**config.mk**
```make
export PLATFORM = sky130hd
export DESIGN_NAME = rco_top
export DESIGN_NICKNAME = d
export VERILOG_FILES = /design/src/rtl/rco_pkg.sv /design/src/rtl/rco_sync.sv /design/src/rtl/rco_nco.sv /design/src/rtl/rco_top.sv
export VERILOG_INCLUDE_DIRS = /design/src /design/src/rtl
export SDC_FILE = /design/constraint.sdc
export NUM_CORES = 1
export LEC_CHECK = 0
export ABC_AREA = 1
export ABC_CLOCK_PERIOD_IN_PS = 5700
export BUFFER_PORTS_ARGS = -buffer_cell sky130_fd_sc_hd__buf_2
export CAP_MARGIN = 25
export CORE_MARGIN = 5
export CORE_UTILIZATION = 40
export CTS_CLUSTER_SIZE = 40
export DETAILED_ROUTE_END_ITERATION = 8
export PLACE_DENSITY = 0.53
export SLEW_MARGIN = 20
export SYNTH_ARGS = -nofsm -noshare
export SYNTH_HDL_FRONTEND = slang
export SYNTH_SLANG_ARGS = --single-unit
```
**constraint.sdc**
```tcl
create_clock -name clk_sys -period 5.7 [get_ports clk_sys]
set_clock_uncertainty 0.05 [all_clocks]
set_input_delay 0.855 -clock clk_sys [delete_from_list [all_inputs] [get_ports clk_sys]]
set_output_delay 0.855 -clock clk_sys [all_outputs]
set_load 0.02 [all_outputs]
```
**src/rtl/rco_defines.svh**
```systemverilog
`ifndef RCO_DEFINES_SVH
`define RCO_DEFINES_SVH

// apb byte addresses
`define RCO_ADDR_CLKGEN 12'h000
`define RCO_ADDR_REF_PRI 12'h004
`define RCO_ADDR_REF_SEC 12'h008
`define RCO_ADDR_REF_CFG 12'h00C
`define RCO_ADDR_STATUS 12'h010

// free_clock_gen_ctrl fields
`define RCO_CG_T1_SEL 0
`define RCO_CG_T1_EN 1
`define RCO_CG_E1_SEL 2
`define RCO_CG_E1_EN 3
`define RCO_CG_RESET 4'h0

// reference output control fields
`define RCO_REF_SRC_MSB 4
`define RCO_REF_RATE_E1 5
`define RCO_REF_EN 6
`define RCO_REF_RESET 7'h00

// ref_shared_config fields
`define RCO_CFG_RATE_MSB 2
`define RCO_CFG_FREE 3
`define RCO_CFG_BYPASS 4
`define RCO_CFG_HOLD 5
`define RCO_CFG_TAP 6
`define RCO_CFG_RESET 7'h10

// source select codes
`define RCO_NUM_CHAN 5'h09
`define RCO_SRC_EXT_LO 5'h1D

// nco increments: rate * 2^32 / 250 MHz
`define RCO_INC_8K 32'h0002_18DF
`define RCO_INC_64K 32'h0010_C6F8
`define RCO_INC_T1 32'h0194_C016
`define RCO_INC_E1 32'h0218_DEF4
`define RCO_INC_4M 32'h0431_BDE8
`define RCO_INC_8M 32'h0863_7BD0
`define RCO_INC_19M 32'h13E8_04B1
`define RCO_INC_32M 32'h218D_EF40

// missing external clock: more than 8 periods without an edge
`define RCO_CLK_PS 4000
`define RCO_T1_PERIOD_PS 647668
`define RCO_E1_PERIOD_PS 488281
`define RCO_EXT_LOSS_EDGES 8
`define RCO_EXT_LOSS_T1_CYC \
  ((`RCO_EXT_LOSS_EDGES * `RCO_T1_PERIOD_PS + `RCO_CLK_PS - 1) / `RCO_CLK_PS)
`define RCO_EXT_LOSS_E1_CYC \
  ((`RCO_EXT_LOSS_EDGES * `RCO_E1_PERIOD_PS + `RCO_CLK_PS - 1) / `RCO_CLK_PS)

// strap capture settles after the pin synchroniser
`define RCO_STRAP_WAIT 2'h3

`endif

```
**src/rtl/rco_pkg.sv**
```systemverilog
package rco_pkg;

  typedef enum logic [1:0] {
    rco_src_chan = 2'b00,
    rco_src_master = 2'b01,
    rco_src_ext = 2'b10
  } rco_src_t;

  typedef enum logic [2:0] {
    rco_rate_8k = 3'b000,
    rco_rate_64k = 3'b001,
    rco_rate_2m = 3'b010,
    rco_rate_4m = 3'b011,
    rco_rate_8m = 3'b100,
    rco_rate_19m = 3'b101,
    rco_rate_32m = 3'b110,
    rco_rate_rsvd = 3'b111
  } rco_rate_t;

endpackage

```
**src/rtl/rco_sync.sv**
```systemverilog
`timescale 1ns/1ps
`default_nettype none
module rco_sync #(
  parameter int WIDTH = 1
) (
  input wire logic clk_sys,
  input wire logic nrst,
  input wire logic [WIDTH-1:0] async_in,
  output logic [WIDTH-1:0] sync_out
);
  logic [WIDTH-1:0] stage1;

  always_ff @(posedge clk_sys) begin
    if (!nrst) begin
      stage1 <= '0;
      sync_out <= '0;
    end else begin
      stage1 <= async_in;
      sync_out <= stage1;
    end
  end
endmodule
`default_nettype wire

```
**src/rtl/rco_nco.sv**
```systemverilog
`timescale 1ns/1ps
`default_nettype none
module rco_nco (
  input wire logic clk_sys,
  input wire logic nrst,
  input wire logic [31:0] incr,
  output logic clk_out
);
  logic [31:0] acc;

  // phase accumulator; msb is the derived clock, cycle jitter is one
  // system period since 250 MHz is no multiple of the line rates
  always_ff @(posedge clk_sys) begin
    if (!nrst) begin
      acc <= 32'h0000_0000;
    end else begin
      acc <= acc + incr;
    end
  end

  assign clk_out = acc[31];
endmodule
`default_nettype wire

```
**src/rtl/rco_top.sv**
```systemverilog
// Function
// - all derived clocks come from the system master clock; strap rate latched
// - free-running outputs follow only the master clock, never line clocks
// - t1 free output: off is high-z, else 8 kHz or t1 rate
// - e1 free output: off is high-z, else 8 kHz or e1 rate
// - bit 6 of each reference control enables; disabled pin is high-z
// - reference source: recovered line clock, master clock, or external input
// - bits 4..0 pick one of nine recovered channel clocks by default
// - primary without synthesizer carries channel clock at t1 or e1 rate
// - secondary carries channel clock at its line rate, no synthesizer
// - shared config bit 6 taps recovered clock before or after attenuator
// - synthesizer bypassed after reset; bit 4 low enables it
// - enabled synthesizer produces rate chosen by bits 2..0
// - bypass 0 and free 1 give synthesizer rate locked to master
// - source codes 29..31 route the dedicated external clock input
// - source channel loss of signal with hold-high forces outputs high, except the primary in free-run mode
//
// Local design decisions: register access over APB and the address map.
`timescale 1ns/1ps
`default_nettype none
`include "rco_defines.svh"
module rco_top (
  input wire logic clk_sys,
  input wire logic nrst,
  input wire logic psel,
  input wire logic penable,
  input wire logic pwrite,
  input wire logic [11:0] paddr,
  input wire logic [31:0] pwdata,
  output logic [31:0] prdata,
  output logic pready,
  output logic pslverr,
  input wire logic [3:0] master_rate_strap,
  input wire logic [8:0] rec_clk_direct,
  input wire logic [8:0] rec_clk_atten,
  input wire logic [8:0] chan_mode_e1,
  input wire logic [8:0] line_signal_loss,
  input wire logic ext_clock_in_primary,
  input wire logic ext_clock_in_secondary,
  output logic t1_free_run_out,
  output logic t1_free_run_oe_n,
  output logic e1_free_run_out,
  output logic e1_free_run_oe_n,
  output logic ref_out_primary,
  output logic ref_out_primary_oe_n,
  output logic ref_out_secondary,
  output logic ref_out_secondary_oe_n
);
  logic [3:0] free_clock_gen_ctrl;
  logic [6:0] ref_ctrl [2];
  logic [6:0] ref_shared_config;
  logic [3:0] strap_latched;
  logic [1:0] strap_cnt;
  logic [8:0] rec_direct_s;
  logic [8:0] rec_atten_s;
  logic [8:0] mode_s;
  logic [8:0] los_s;
  logic [1:0] ext_s;
  logic [3:0] strap_s;
  logic nco_8k;
  logic nco_t1;
  logic nco_e1;
  logic nco_syn;
  logic [31:0] syn_incr;
  logic syn_rsvd;
  logic [31:0] rd_val;
  logic addr_hit;
  logic wr_en;
  logic [1:0] ref_base;
  logic [1:0] ref_master;
  logic [1:0] chan_lost;
  logic [1:0] ext_lost;
  logic next_pri;
  logic next_sec;
  logic synth_en;
  logic free_mode;

  // every pin-side input crosses into clk_sys before use
  rco_sync #(.WIDTH(42)) u_sync (
    .clk_sys(clk_sys),
    .nrst(nrst),
    .async_in({rec_clk_direct, rec_clk_atten, chan_mode_e1,
               line_signal_loss, ext_clock_in_secondary,
               ext_clock_in_primary, master_rate_strap}),
    .sync_out({rec_direct_s, rec_atten_s, mode_s, los_s, ext_s, strap_s})
  );

  rco_nco u_nco_8k (
    .clk_sys(clk_sys),
    .nrst(nrst),
    .incr(`RCO_INC_8K),
    .clk_out(nco_8k)
  );

  rco_nco u_nco_t1 (
    .clk_sys(clk_sys),
    .nrst(nrst),
    .incr(`RCO_INC_T1),
    .clk_out(nco_t1)
  );

  rco_nco u_nco_e1 (
    .clk_sys(clk_sys),
    .nrst(nrst),
    .incr(`RCO_INC_E1),
    .clk_out(nco_e1)
  );

  rco_nco u_nco_syn (
    .clk_sys(clk_sys),
    .nrst(nrst),
    .incr(syn_incr),
    .clk_out(nco_syn)
  );

  always_comb begin
    syn_rsvd = 1'b0;
    case (rco_pkg::rco_rate_t'(ref_shared_config[`RCO_CFG_RATE_MSB:0]))
      rco_pkg::rco_rate_8k: syn_incr = `RCO_INC_8K;
      rco_pkg::rco_rate_64k: syn_incr = `RCO_INC_64K;
      rco_pkg::rco_rate_2m: syn_incr = `RCO_INC_E1;
      rco_pkg::rco_rate_4m: syn_incr = `RCO_INC_4M;
      rco_pkg::rco_rate_8m: syn_incr = `RCO_INC_8M;
      rco_pkg::rco_rate_19m: syn_incr = `RCO_INC_19M;
      rco_pkg::rco_rate_32m: syn_incr = `RCO_INC_32M;
      default: begin
        syn_incr = 32'h0000_0000;
        syn_rsvd = 1'b1;
      end
    endcase
  end

  // strap rate caught once the synchroniser has settled
  always_ff @(posedge clk_sys) begin
    if (!nrst) begin
      strap_cnt <= 2'h0;
      strap_latched <= 4'h0;
    end else if (strap_cnt != `RCO_STRAP_WAIT) begin
      strap_cnt <= strap_cnt + 2'h1;
      strap_latched <= strap_s;
    end
  end

  // per reference output: source decode and loss detection
  genvar gi;
  generate
    for (gi = 0; gi < 2; gi++) begin : g_ref
      logic [4:0] src;
      logic [3:0] idx;
      rco_pkg::rco_src_t kind;
      logic rate_e1;
      logic chan_clk;
      logic ext_d;
      logic [11:0] gap_cnt;
      logic [11:0] gap_lim;

      assign src = ref_ctrl[gi][`RCO_REF_SRC_MSB:0];
      assign idx = src[3:0];

      // channel codes, external codes, others use master
      always_comb begin
        if (src < `RCO_NUM_CHAN) begin
          kind = rco_pkg::rco_src_chan;
        end else if (src >= `RCO_SRC_EXT_LO) begin
          kind = rco_pkg::rco_src_ext;
        end else begin
          kind = rco_pkg::rco_src_master;
        end
      end

      // tap before or after the attenuator
      always_comb begin
        if (kind == rco_pkg::rco_src_chan) begin
          chan_clk = ref_shared_config[`RCO_CFG_TAP] ?
                     rec_direct_s[idx] : rec_atten_s[idx];
        end else begin
          chan_clk = 1'b0;
        end
      end

      assign rate_e1 = (kind == rco_pkg::rco_src_chan) ?
                       mode_s[idx] : ref_ctrl[gi][`RCO_REF_RATE_E1];
      assign ref_master[gi] = rate_e1 ? nco_e1 : nco_t1;
      assign chan_lost[gi] = (kind == rco_pkg::rco_src_chan) & los_s[idx];

      always_comb begin
        case (kind)
          rco_pkg::rco_src_chan: ref_base[gi] = chan_clk;
          rco_pkg::rco_src_ext: ref_base[gi] = ext_s[gi];
          default: ref_base[gi] = ref_master[gi];
        endcase
      end

      // missing external clock: no edge for more than 8 of its periods
      assign gap_lim = ref_ctrl[gi][`RCO_REF_RATE_E1] ?
                       12'(`RCO_EXT_LOSS_E1_CYC) :
                       12'(`RCO_EXT_LOSS_T1_CYC);

      always_ff @(posedge clk_sys) begin
        if (!nrst) begin
          ext_d <= 1'b0;
          gap_cnt <= 12'h000;
        end else begin
          ext_d <= ext_s[gi];
          if (ext_d != ext_s[gi]) begin
            gap_cnt <= 12'h000;
          end else if (gap_cnt <= gap_lim) begin
            gap_cnt <= gap_cnt + 12'h001;
          end
        end
      end

      assign ext_lost[gi] = (kind == rco_pkg::rco_src_ext) &
                            (gap_cnt > gap_lim);
    end
  endgenerate

  // bypass bit low enables the synthesizer
  assign synth_en = ~ref_shared_config[`RCO_CFG_BYPASS];
  // free-run: synthesizer rate locked to master clock
  assign free_mode = synth_en & ref_shared_config[`RCO_CFG_FREE];

  always_comb begin
    if (free_mode) begin
      // reserved free-run codes hold the pin low
      next_pri = (ref_shared_config[`RCO_CFG_RATE_MSB:0] == 3'b000 ||
                  ref_shared_config[`RCO_CFG_RATE_MSB:0] == 3'b011 ||
                  syn_rsvd) ? 1'b0 : nco_syn;
    end else if (ext_lost[0]) begin
      next_pri = 1'b1;
    end else if (chan_lost[0]) begin
      if (ref_shared_config[`RCO_CFG_HOLD]) begin
        next_pri = 1'b1;
      end else begin
        next_pri = synth_en ? nco_syn : ref_master[0];
      end
    end else if (synth_en) begin
      next_pri = syn_rsvd ? 1'b0 : nco_syn;
    end else begin
      next_pri = ref_base[0];
    end
  end

  // secondary: hold high or fall back to master at same rate
  always_comb begin
    if (chan_lost[1] | ext_lost[1]) begin
      next_sec = ref_shared_config[`RCO_CFG_HOLD] ? 1'b1 : ref_master[1];
    end else begin
      next_sec = ref_base[1];
    end
  end

  always_ff @(posedge clk_sys) begin
    if (!nrst) begin
      ref_out_primary <= 1'b0;
      ref_out_primary_oe_n <= 1'b1;
      ref_out_secondary <= 1'b0;
      ref_out_secondary_oe_n <= 1'b1;
    end else begin
      ref_out_primary <= ref_ctrl[0][`RCO_REF_EN] & next_pri;
      ref_out_primary_oe_n <= ~ref_ctrl[0][`RCO_REF_EN];
      ref_out_secondary <= ref_ctrl[1][`RCO_REF_EN] & next_sec;
      ref_out_secondary_oe_n <= ~ref_ctrl[1][`RCO_REF_EN];
    end
  end

  // free outputs from master-derived clocks only
  always_ff @(posedge clk_sys) begin
    if (!nrst) begin
      t1_free_run_out <= 1'b0;
      t1_free_run_oe_n <= 1'b1;
      e1_free_run_out <= 1'b0;
      e1_free_run_oe_n <= 1'b1;
    end else begin
      t1_free_run_out <= free_clock_gen_ctrl[`RCO_CG_T1_EN] &
        (free_clock_gen_ctrl[`RCO_CG_T1_SEL] ? nco_t1 : nco_8k);
      t1_free_run_oe_n <= ~free_clock_gen_ctrl[`RCO_CG_T1_EN];
      e1_free_run_out <= free_clock_gen_ctrl[`RCO_CG_E1_EN] &
        (free_clock_gen_ctrl[`RCO_CG_E1_SEL] ? nco_e1 : nco_8k);
      e1_free_run_oe_n <= ~free_clock_gen_ctrl[`RCO_CG_E1_EN];
    end
  end

  // apb read decode; misaligned or unknown addresses are errors
  always_comb begin
    addr_hit = 1'b1;
    rd_val = 32'h0000_0000;
    case (paddr)
      `RCO_ADDR_CLKGEN: rd_val = {28'h0, free_clock_gen_ctrl};
      `RCO_ADDR_REF_PRI: rd_val = {25'h0, ref_ctrl[0]};
      `RCO_ADDR_REF_SEC: rd_val = {25'h0, ref_ctrl[1]};
      `RCO_ADDR_REF_CFG: rd_val = {25'h0, ref_shared_config};
      `RCO_ADDR_STATUS: rd_val = {22'h0, ref_out_secondary,
                                  ref_out_primary, chan_lost[1],
                                  chan_lost[0], ext_lost[1], ext_lost[0],
                                  strap_latched};
      default: addr_hit = 1'b0;
    endcase
  end

  // no wait state: answer prepared in setup, taken in the first access cycle
  always_ff @(posedge clk_sys) begin
    if (!nrst) begin
      pready <= 1'b0;
      prdata <= 32'h0000_0000;
      pslverr <= 1'b0;
    end else if (psel & ~penable) begin
      pready <= 1'b1;
      prdata <= pwrite ? 32'h0000_0000 : rd_val;
      pslverr <= ~addr_hit;
    end else begin
      pready <= 1'b0;
      pslverr <= 1'b0;
    end
  end

  assign wr_en = psel & penable & pready & pwrite & addr_hit;

  always_ff @(posedge clk_sys) begin
    if (!nrst) begin
      free_clock_gen_ctrl <= `RCO_CG_RESET;
      ref_ctrl[0] <= `RCO_REF_RESET;
      ref_ctrl[1] <= `RCO_REF_RESET;
      ref_shared_config <= `RCO_CFG_RESET;
    end else if (wr_en) begin
      case (paddr)
        `RCO_ADDR_CLKGEN: free_clock_gen_ctrl <= pwdata[3:0];
        `RCO_ADDR_REF_PRI: ref_ctrl[0] <= pwdata[6:0];
        `RCO_ADDR_REF_SEC: ref_ctrl[1] <= pwdata[6:0];
        `RCO_ADDR_REF_CFG: ref_shared_config <= pwdata[6:0];
        default: ;
      endcase
    end
  end
endmodule
`default_nettype wire

```
[Word level (Yosys, flattened, before mapping)]
Memory sizes are Yosys's and may differ from the RTL's.
Cells that the tools add are included.
Storage, ports and cells
  register bits after elaboration: 297
  bits in writable memories: 14
  input port bits: 91
  output and inout port bits: 42
  word-level logic and storage cells: 155
  memories kept: 1
Memory list
  ref_ctrl: words 2, bits a word 7, read ports 2, clocked after Yosys merged registers in 0, write ports 2, RTL line rco_top.sv:50  | logic [6:0] ref_ctrl [2];
Operators by class
  add/sub/neg operators: 7
  magnitude comparators: 10
  equality and inequality tests: 15
  mux-type cells: 59
  bitwise gates (word level): 25
  reductions and logical operators: 13
Operator list (count)
  case mux 30 bit (7 select lines): 1
  case mux 10 bit (5 select lines): 1
  2-to-1 mux 1 bit: 38
  adder 32 x 18 -> 32 bit, second input constant: 1
  adder 32 x 25 -> 32 bit, second input constant: 1
  adder 32 x 26 -> 32 bit, second input constant: 1
  adder 32 x 30 -> 32 bit: 1
  binary-select mux 1 bit (select 4 bit): 8
  2-to-1 mux 32 bit: 1
  adder 12 x 1 -> 12 bit, second input constant: 2
  equality test 12 x 4 -> 1 bit, second input constant: 2
  > comparator 12 x 11 -> 1 bit: 2
  less-or-equal comparator 12 x 11 -> 1 bit: 2
  2-to-1 mux 11 bit: 2
  AND 1 bit: 14
  2-to-1 mux 7 bit: 2
  equality test 12 x 3 -> 1 bit, second input constant: 1
  equality test 12 x 5 -> 1 bit, second input constant: 1
  zero test 12 bit: 1
  >= comparator 5 bit, second input constant: 2
  less-than comparator 4 x 5 -> 1 bit, second input constant: 2
  less-than comparator 5 x 4 -> 1 bit, second input constant: 2
  equality test 3 bit, second input constant: 3
  2-to-1 mux 2 bit: 4
  16 further kinds: 34

[Logic depth before layout (Yosys ltp)]
An unclocked memory read counts as a cell.
  depth in word-level cells: 13
  gate-level depth with buffers: 22
  mapped depth without buffers: 21

[Modules after synthesis]
Synthesis repeated with hierarchy kept, for this count alone.
Second synthesis, totals
  cell total of the unflattened synthesis: 3296
  area total of the unflattened synthesis: 20420.8 um^2
Modules (own cells, without submodules)
  rco_nco at u_nco_e1 ...: instances 3, cells each 573, area each 3250.6 um^2, seq. area each 640.6 um^2
  rco_top: instances 1, cells each 743, area each 5008.6 um^2, seq. area each 1681.6 um^2
  rco_nco at u_nco_8k: instances 1, cells each 573, area each 3285.7 um^2, seq. area each 640.6 um^2
  rco_sync: instances 1, cells each 261, area each 2374.8 um^2, seq. area each 1681.6 um^2

[Worst setup path after synthesis]
Ideal clock, no wire load.
  kind: register to register
  start: register ref_shared_config[0]
  end: register u_nco_syn.acc[18]
  library setup time: 0.113 ns
  arrival time: 2.658 ns
  data required time: 5.537 ns
  path slack: 2.879 ns
  cell stages (with the launch flop): 23
  path buffers: 1
  period minus slack after synthesis: 2.821 ns
  cells stage by stage: dfxtp_1 buf_6 inv_1 nor2_1 inv_1 a21oi_1 ha_1 inv_1 fa_1 nor2_1 nor2_1 o21bai_1 nand2_1 nand2_1 nand2_1 nand2_2 nand2_1 nand2_2 nand2_1 nand2_1 nand2_1 nand2_1 nor2_1
Between the ends
  cells in the longest elaborated chain, start to end: 3
  elaborated cells between the ends (all ways): 9
  those cells by class: 1 x add/sub; 6 x eq/ne; 1 x mux; 1 x reduce/logical
Ends and longest elaborated chain
  from (decl): RTL line rco_top.sv:51  | logic [6:0] ref_shared_config;
  from (signal assigned): RTL line rco_top.sv:324  | ref_shared_config <= `RCO_CFG_RESET;
  from (signal assigned): RTL line rco_top.sv:330  | `RCO_ADDR_REF_CFG: ref_shared_config <= pwdata[6:0];
  equality test 3 bit, or another cell as far along: RTL line rco_top.sv:118  | case (rco_pkg::rco_rate_t'(ref_shared_config[`RCO_CFG_RATE_MSB:0]))
  case mux 30 bit (7 select lines) *: RTL line rco_top.sv:118
  adder 32 x 30 -> 32 bit *: RTL line rco_nco.sv:17  | acc <= acc + incr;
  to (signal assigned): RTL line rco_nco.sv:17
  to (decl): RTL line rco_nco.sv:9  | logic [31:0] acc;
Every way passes the cells marked *; elsewhere a longest branch is shown, timed or not.
A chain may end at the register's enable or synchronous reset.

[Final worst setup path]
  start: register ref_shared_config[0]
  end: register u_nco_syn.acc[28]
The elaborated chain is that of the path after synthesis.

==> impl_metrics.py <==
metrics = {
    "outcome": {
        "status": "completed",
    },
    "floorplan": {
        "initial_core_util_pct": 40.2,
        "io_pins": 133,
        "dieHeight_um": 201,
        "std_cell_rows": 70,
        "dieArea_sq_um": 40400,
        "die_w_um": 201,
        "core_area_sq_um": 36300,
    },
    "synthesis": {
        "synth_edf_count": 14,
        "synth_top_area_share_pct": 37.3,
        "synth_async_sr_flop_share_pct": 0,
        "synth_flop_cell": "dfxtp_1",
        "synth.yosys.seq_area_share_pct": 40.2,
        "avgSynthCellArea_sq_um": 6.69,
        "ys_warn_count": 0,
        "syn_area_sq_um": 14600,
        "synth_seq_cells": 286,
        "synth_area_leader_cell": "dfxtp_1",
        "synth.area.top_cells": "dfxtp_1 (37%), nand2_1 (14%), inv_1 (9.5%)",
        "synth_cell_types": 47,
        "syn_inst": 2179,
    },
    "clocking": {
        "clkLatencyLatePin_ps": 540,
        "clkSlewWorstSetupHoldPaths_ps": 60,
        "root_buffer": "clkbuf_16",
        "cts.htree.levels": 2,
        "cts_tree": "built",
        "post_cts_buffers": 0,
        "clkSinkCount": 286,
        "cts_buffer_depth": 3,
        "cts_made_buffers": 34,
        "cts_hold_buffers": 0,
        "cts-resized-gates": 0,
    },
    "sta": {
        "period_share_pct": 63.1,
        "min_period_ps": 3590,
        "whs_ps": 359,
        "worstMarginPinSlew_ps": 831,
        "drv_slew": 0,
        "fmax_mhz": 278,
        "rsz0062_at_grt": "false",
        "finalHoldViolCount": 0,
        "max-slew-margin-rel_pct": 44.2,
        "setup_viol": 0,
        "tns_ps": 0,
    },
    "detailed_routing": {
        "wirelength_um": 37200,
        "first_pass_iters": 7,
        "vias": 13400,
        "ant_nets": 0,
        "drtIter0Drc": 885,
        "drc_errors": 0,
        "avgViaCountPerCell": 4.86,
        "wl_per_cell_um": 13.5,
    },
    "critical_path": {
        "cp_max_fo": 8,
        "slowest_stage": "dfxtp_1",
        "critical_path_required_ps": 6070,
        "crit_type": "register to register",
        "endpoint_kind": "register",
        "max_stage_delay_ps": 500,
        "crit_chain": "inv_1 > nor2_1 > inv_1 > a21oi_1 > ha_1 > inv_1 > fa_1 > nor2_1 > nor2_1 > o21bai_1 > nand2_1 > nand2_1 > nand2_1 > nand2_2 > nand2_1 > nand2_1 > nand2_1 > a21oi_1 > nor2_1",
        "start_kind": "register",
        "crit_top_cell": "nand2_1",
        "reg2reg_depth": 19,
        "worstPathArrival_ps": 3970,
        "ff2ff_setup_slack_ps": 2110,
    },
    "global_route": {
        "grt_max_degree": 112,
        "grt_pass1_wl_um": 62100,
        "gr-total-overflow": 0,
        "antenna_found_initial": 0,
        "grt_usage_pct": 18.3,
        "grt_pass1_vias": 12600,
    },
    "finish": {
        "final_common_cell": "nand2_1",
        "nets": 2397,
        "multiInputGateArea_sq_um": 7080,
        "final_layout_size_suffix_gt1_share_pct": 6.97,
        "fill_cells": 3798,
        "n_antenna_cell": 0,
        "instances_no_fill": 2750,
        "final_cell_mix": "nand2_1 (533), inv_1 (369), dfxtp_1 (272)",
        "syn2layout_area_growth_pct": 13.0,
        "regArea_sq_um": 5870,
    },
    "placed_design": {
        "post-dp-hpwl_um": 28200,
        "gp_congestion": 0.902,
        "dp_cells": 2692,
        "io_buffers": 85,
    },
    "job": {
        "maxCapViolations": 0,
    },
    "hold_path": {
        "hold_class": "register to register",
        "whs_path_depth": 2,
    },
    "power_and_ir_drop": {
        "p_per_area_nw_per_um2": 304,
        "leakage_nw": 8.00,
        "peakVddDrop_v": 0.000241,
    },
}
## final cells by class
class                   count  share of cell area, %
multi-input cells        1481                   43.0
flip-flops and latches    286                   35.6
inverters                 370                   8.43
clock buffers              48                   5.97
well taps                 468                   3.55
repair buffers             89                   2.77
clock inverters             8                  0.706
## metal layers
layer  wire (um)  track usage [%]
met1       17500             24.6
met2       16700             30.0
met3        2270             4.05
met4         728             4.47
met5           0                0
## path summary, 6_finish.rpt
kind | start | to
setup / recovery | ref_shared_config[0] | u_nco_syn.acc[28]
hold / removal | u_sync.stage1[17] | u_sync.sync_out[17]
setup reg to reg | ref_shared_config[0] | u_nco_syn.acc[28]
hold reg to reg | u_sync.stage1[17] | u_sync.sync_out[17]
## kinds of logic after synthesis
group / count (synthesis) / synth area share [%]
and+or+nand+nor: 1029 / 29.5
buffers and inverters: 433 / 11.8
AOI/OAI and AO/OA: 369 / 13.6
DFF: 286 / 40.2
adders and majority gates: 44 / 3.83
xor gates and xnor gates: 17 / 1.02
other: 1 / 0.0257
## synth_stat cells (all sizes together) (2+ instances only)
library cell and instances:
buf 28, nor2 270, a211oi 4, a31oi 4, o22ai 2, clkbuf 35
edfxtp 14, o31ai 6, a21oi 182, nor4 9, ha 43, inv 370
o21ai 130, dfxtp 272, a21o 3, o211ai 10, or2 5, o21a 18
nor3 61, nand2 540, nand3b 9, xor2 12, xnor2 5, and3 4
nor3b 4, nand4 39, a21boi 2, o21bai 4, nand3 86
## per-stage QoR
step / utilization, % / setup WS (ps) / power, W / area, sq um
after detailed placement: 42.4 / 2110 / 0.00291 / 15400
after CTS: 45.4 / 2080 / 0.00508 / 16500
after global routing: 45.4 / 1780 / 0.00529 / 16500
final: 45.4 / 2110 / 0.00501 / 16500
after global placement: 42.4 / 2190 / 0.00290 / 15400
after floorplan: - / 2880 / 0.00275 / 14700
## registers in the layout, indices dropped and copies added, names as in the netlist, 14 cells and up
signal and flops:
u_sync.sync_out 42, u_sync.stage1 42, g_ref.gap_cnt 24, u_nco_syn.acc 32
u_nco_e1.acc 30, u_nco_8k.acc 32, ref_ctrl 14, u_nco_t1.acc 31
## worst max-delay path, delay by kind of cell, from the launching register on
kind	cells	cell delay, ps
simple gates	11	1220
fa+ha+maj	2	600
buf+inv	3	430
flops	1	500
compound gates	3	700
## power breakdown
| part | internal (W) | switching [W] | total [W] |
|---|---|---|---|
| sequential | 0.00215 | 0.0000934 | 0.00224 |
| combinational | 0.000206 | 0.000419 | 0.000625 |
| clock | 0.00129 | 0.000844 | 0.00214 |
| total | 0.00365 | 0.00136 | 0.00501 |
Power figures use the tool's default switching activity.
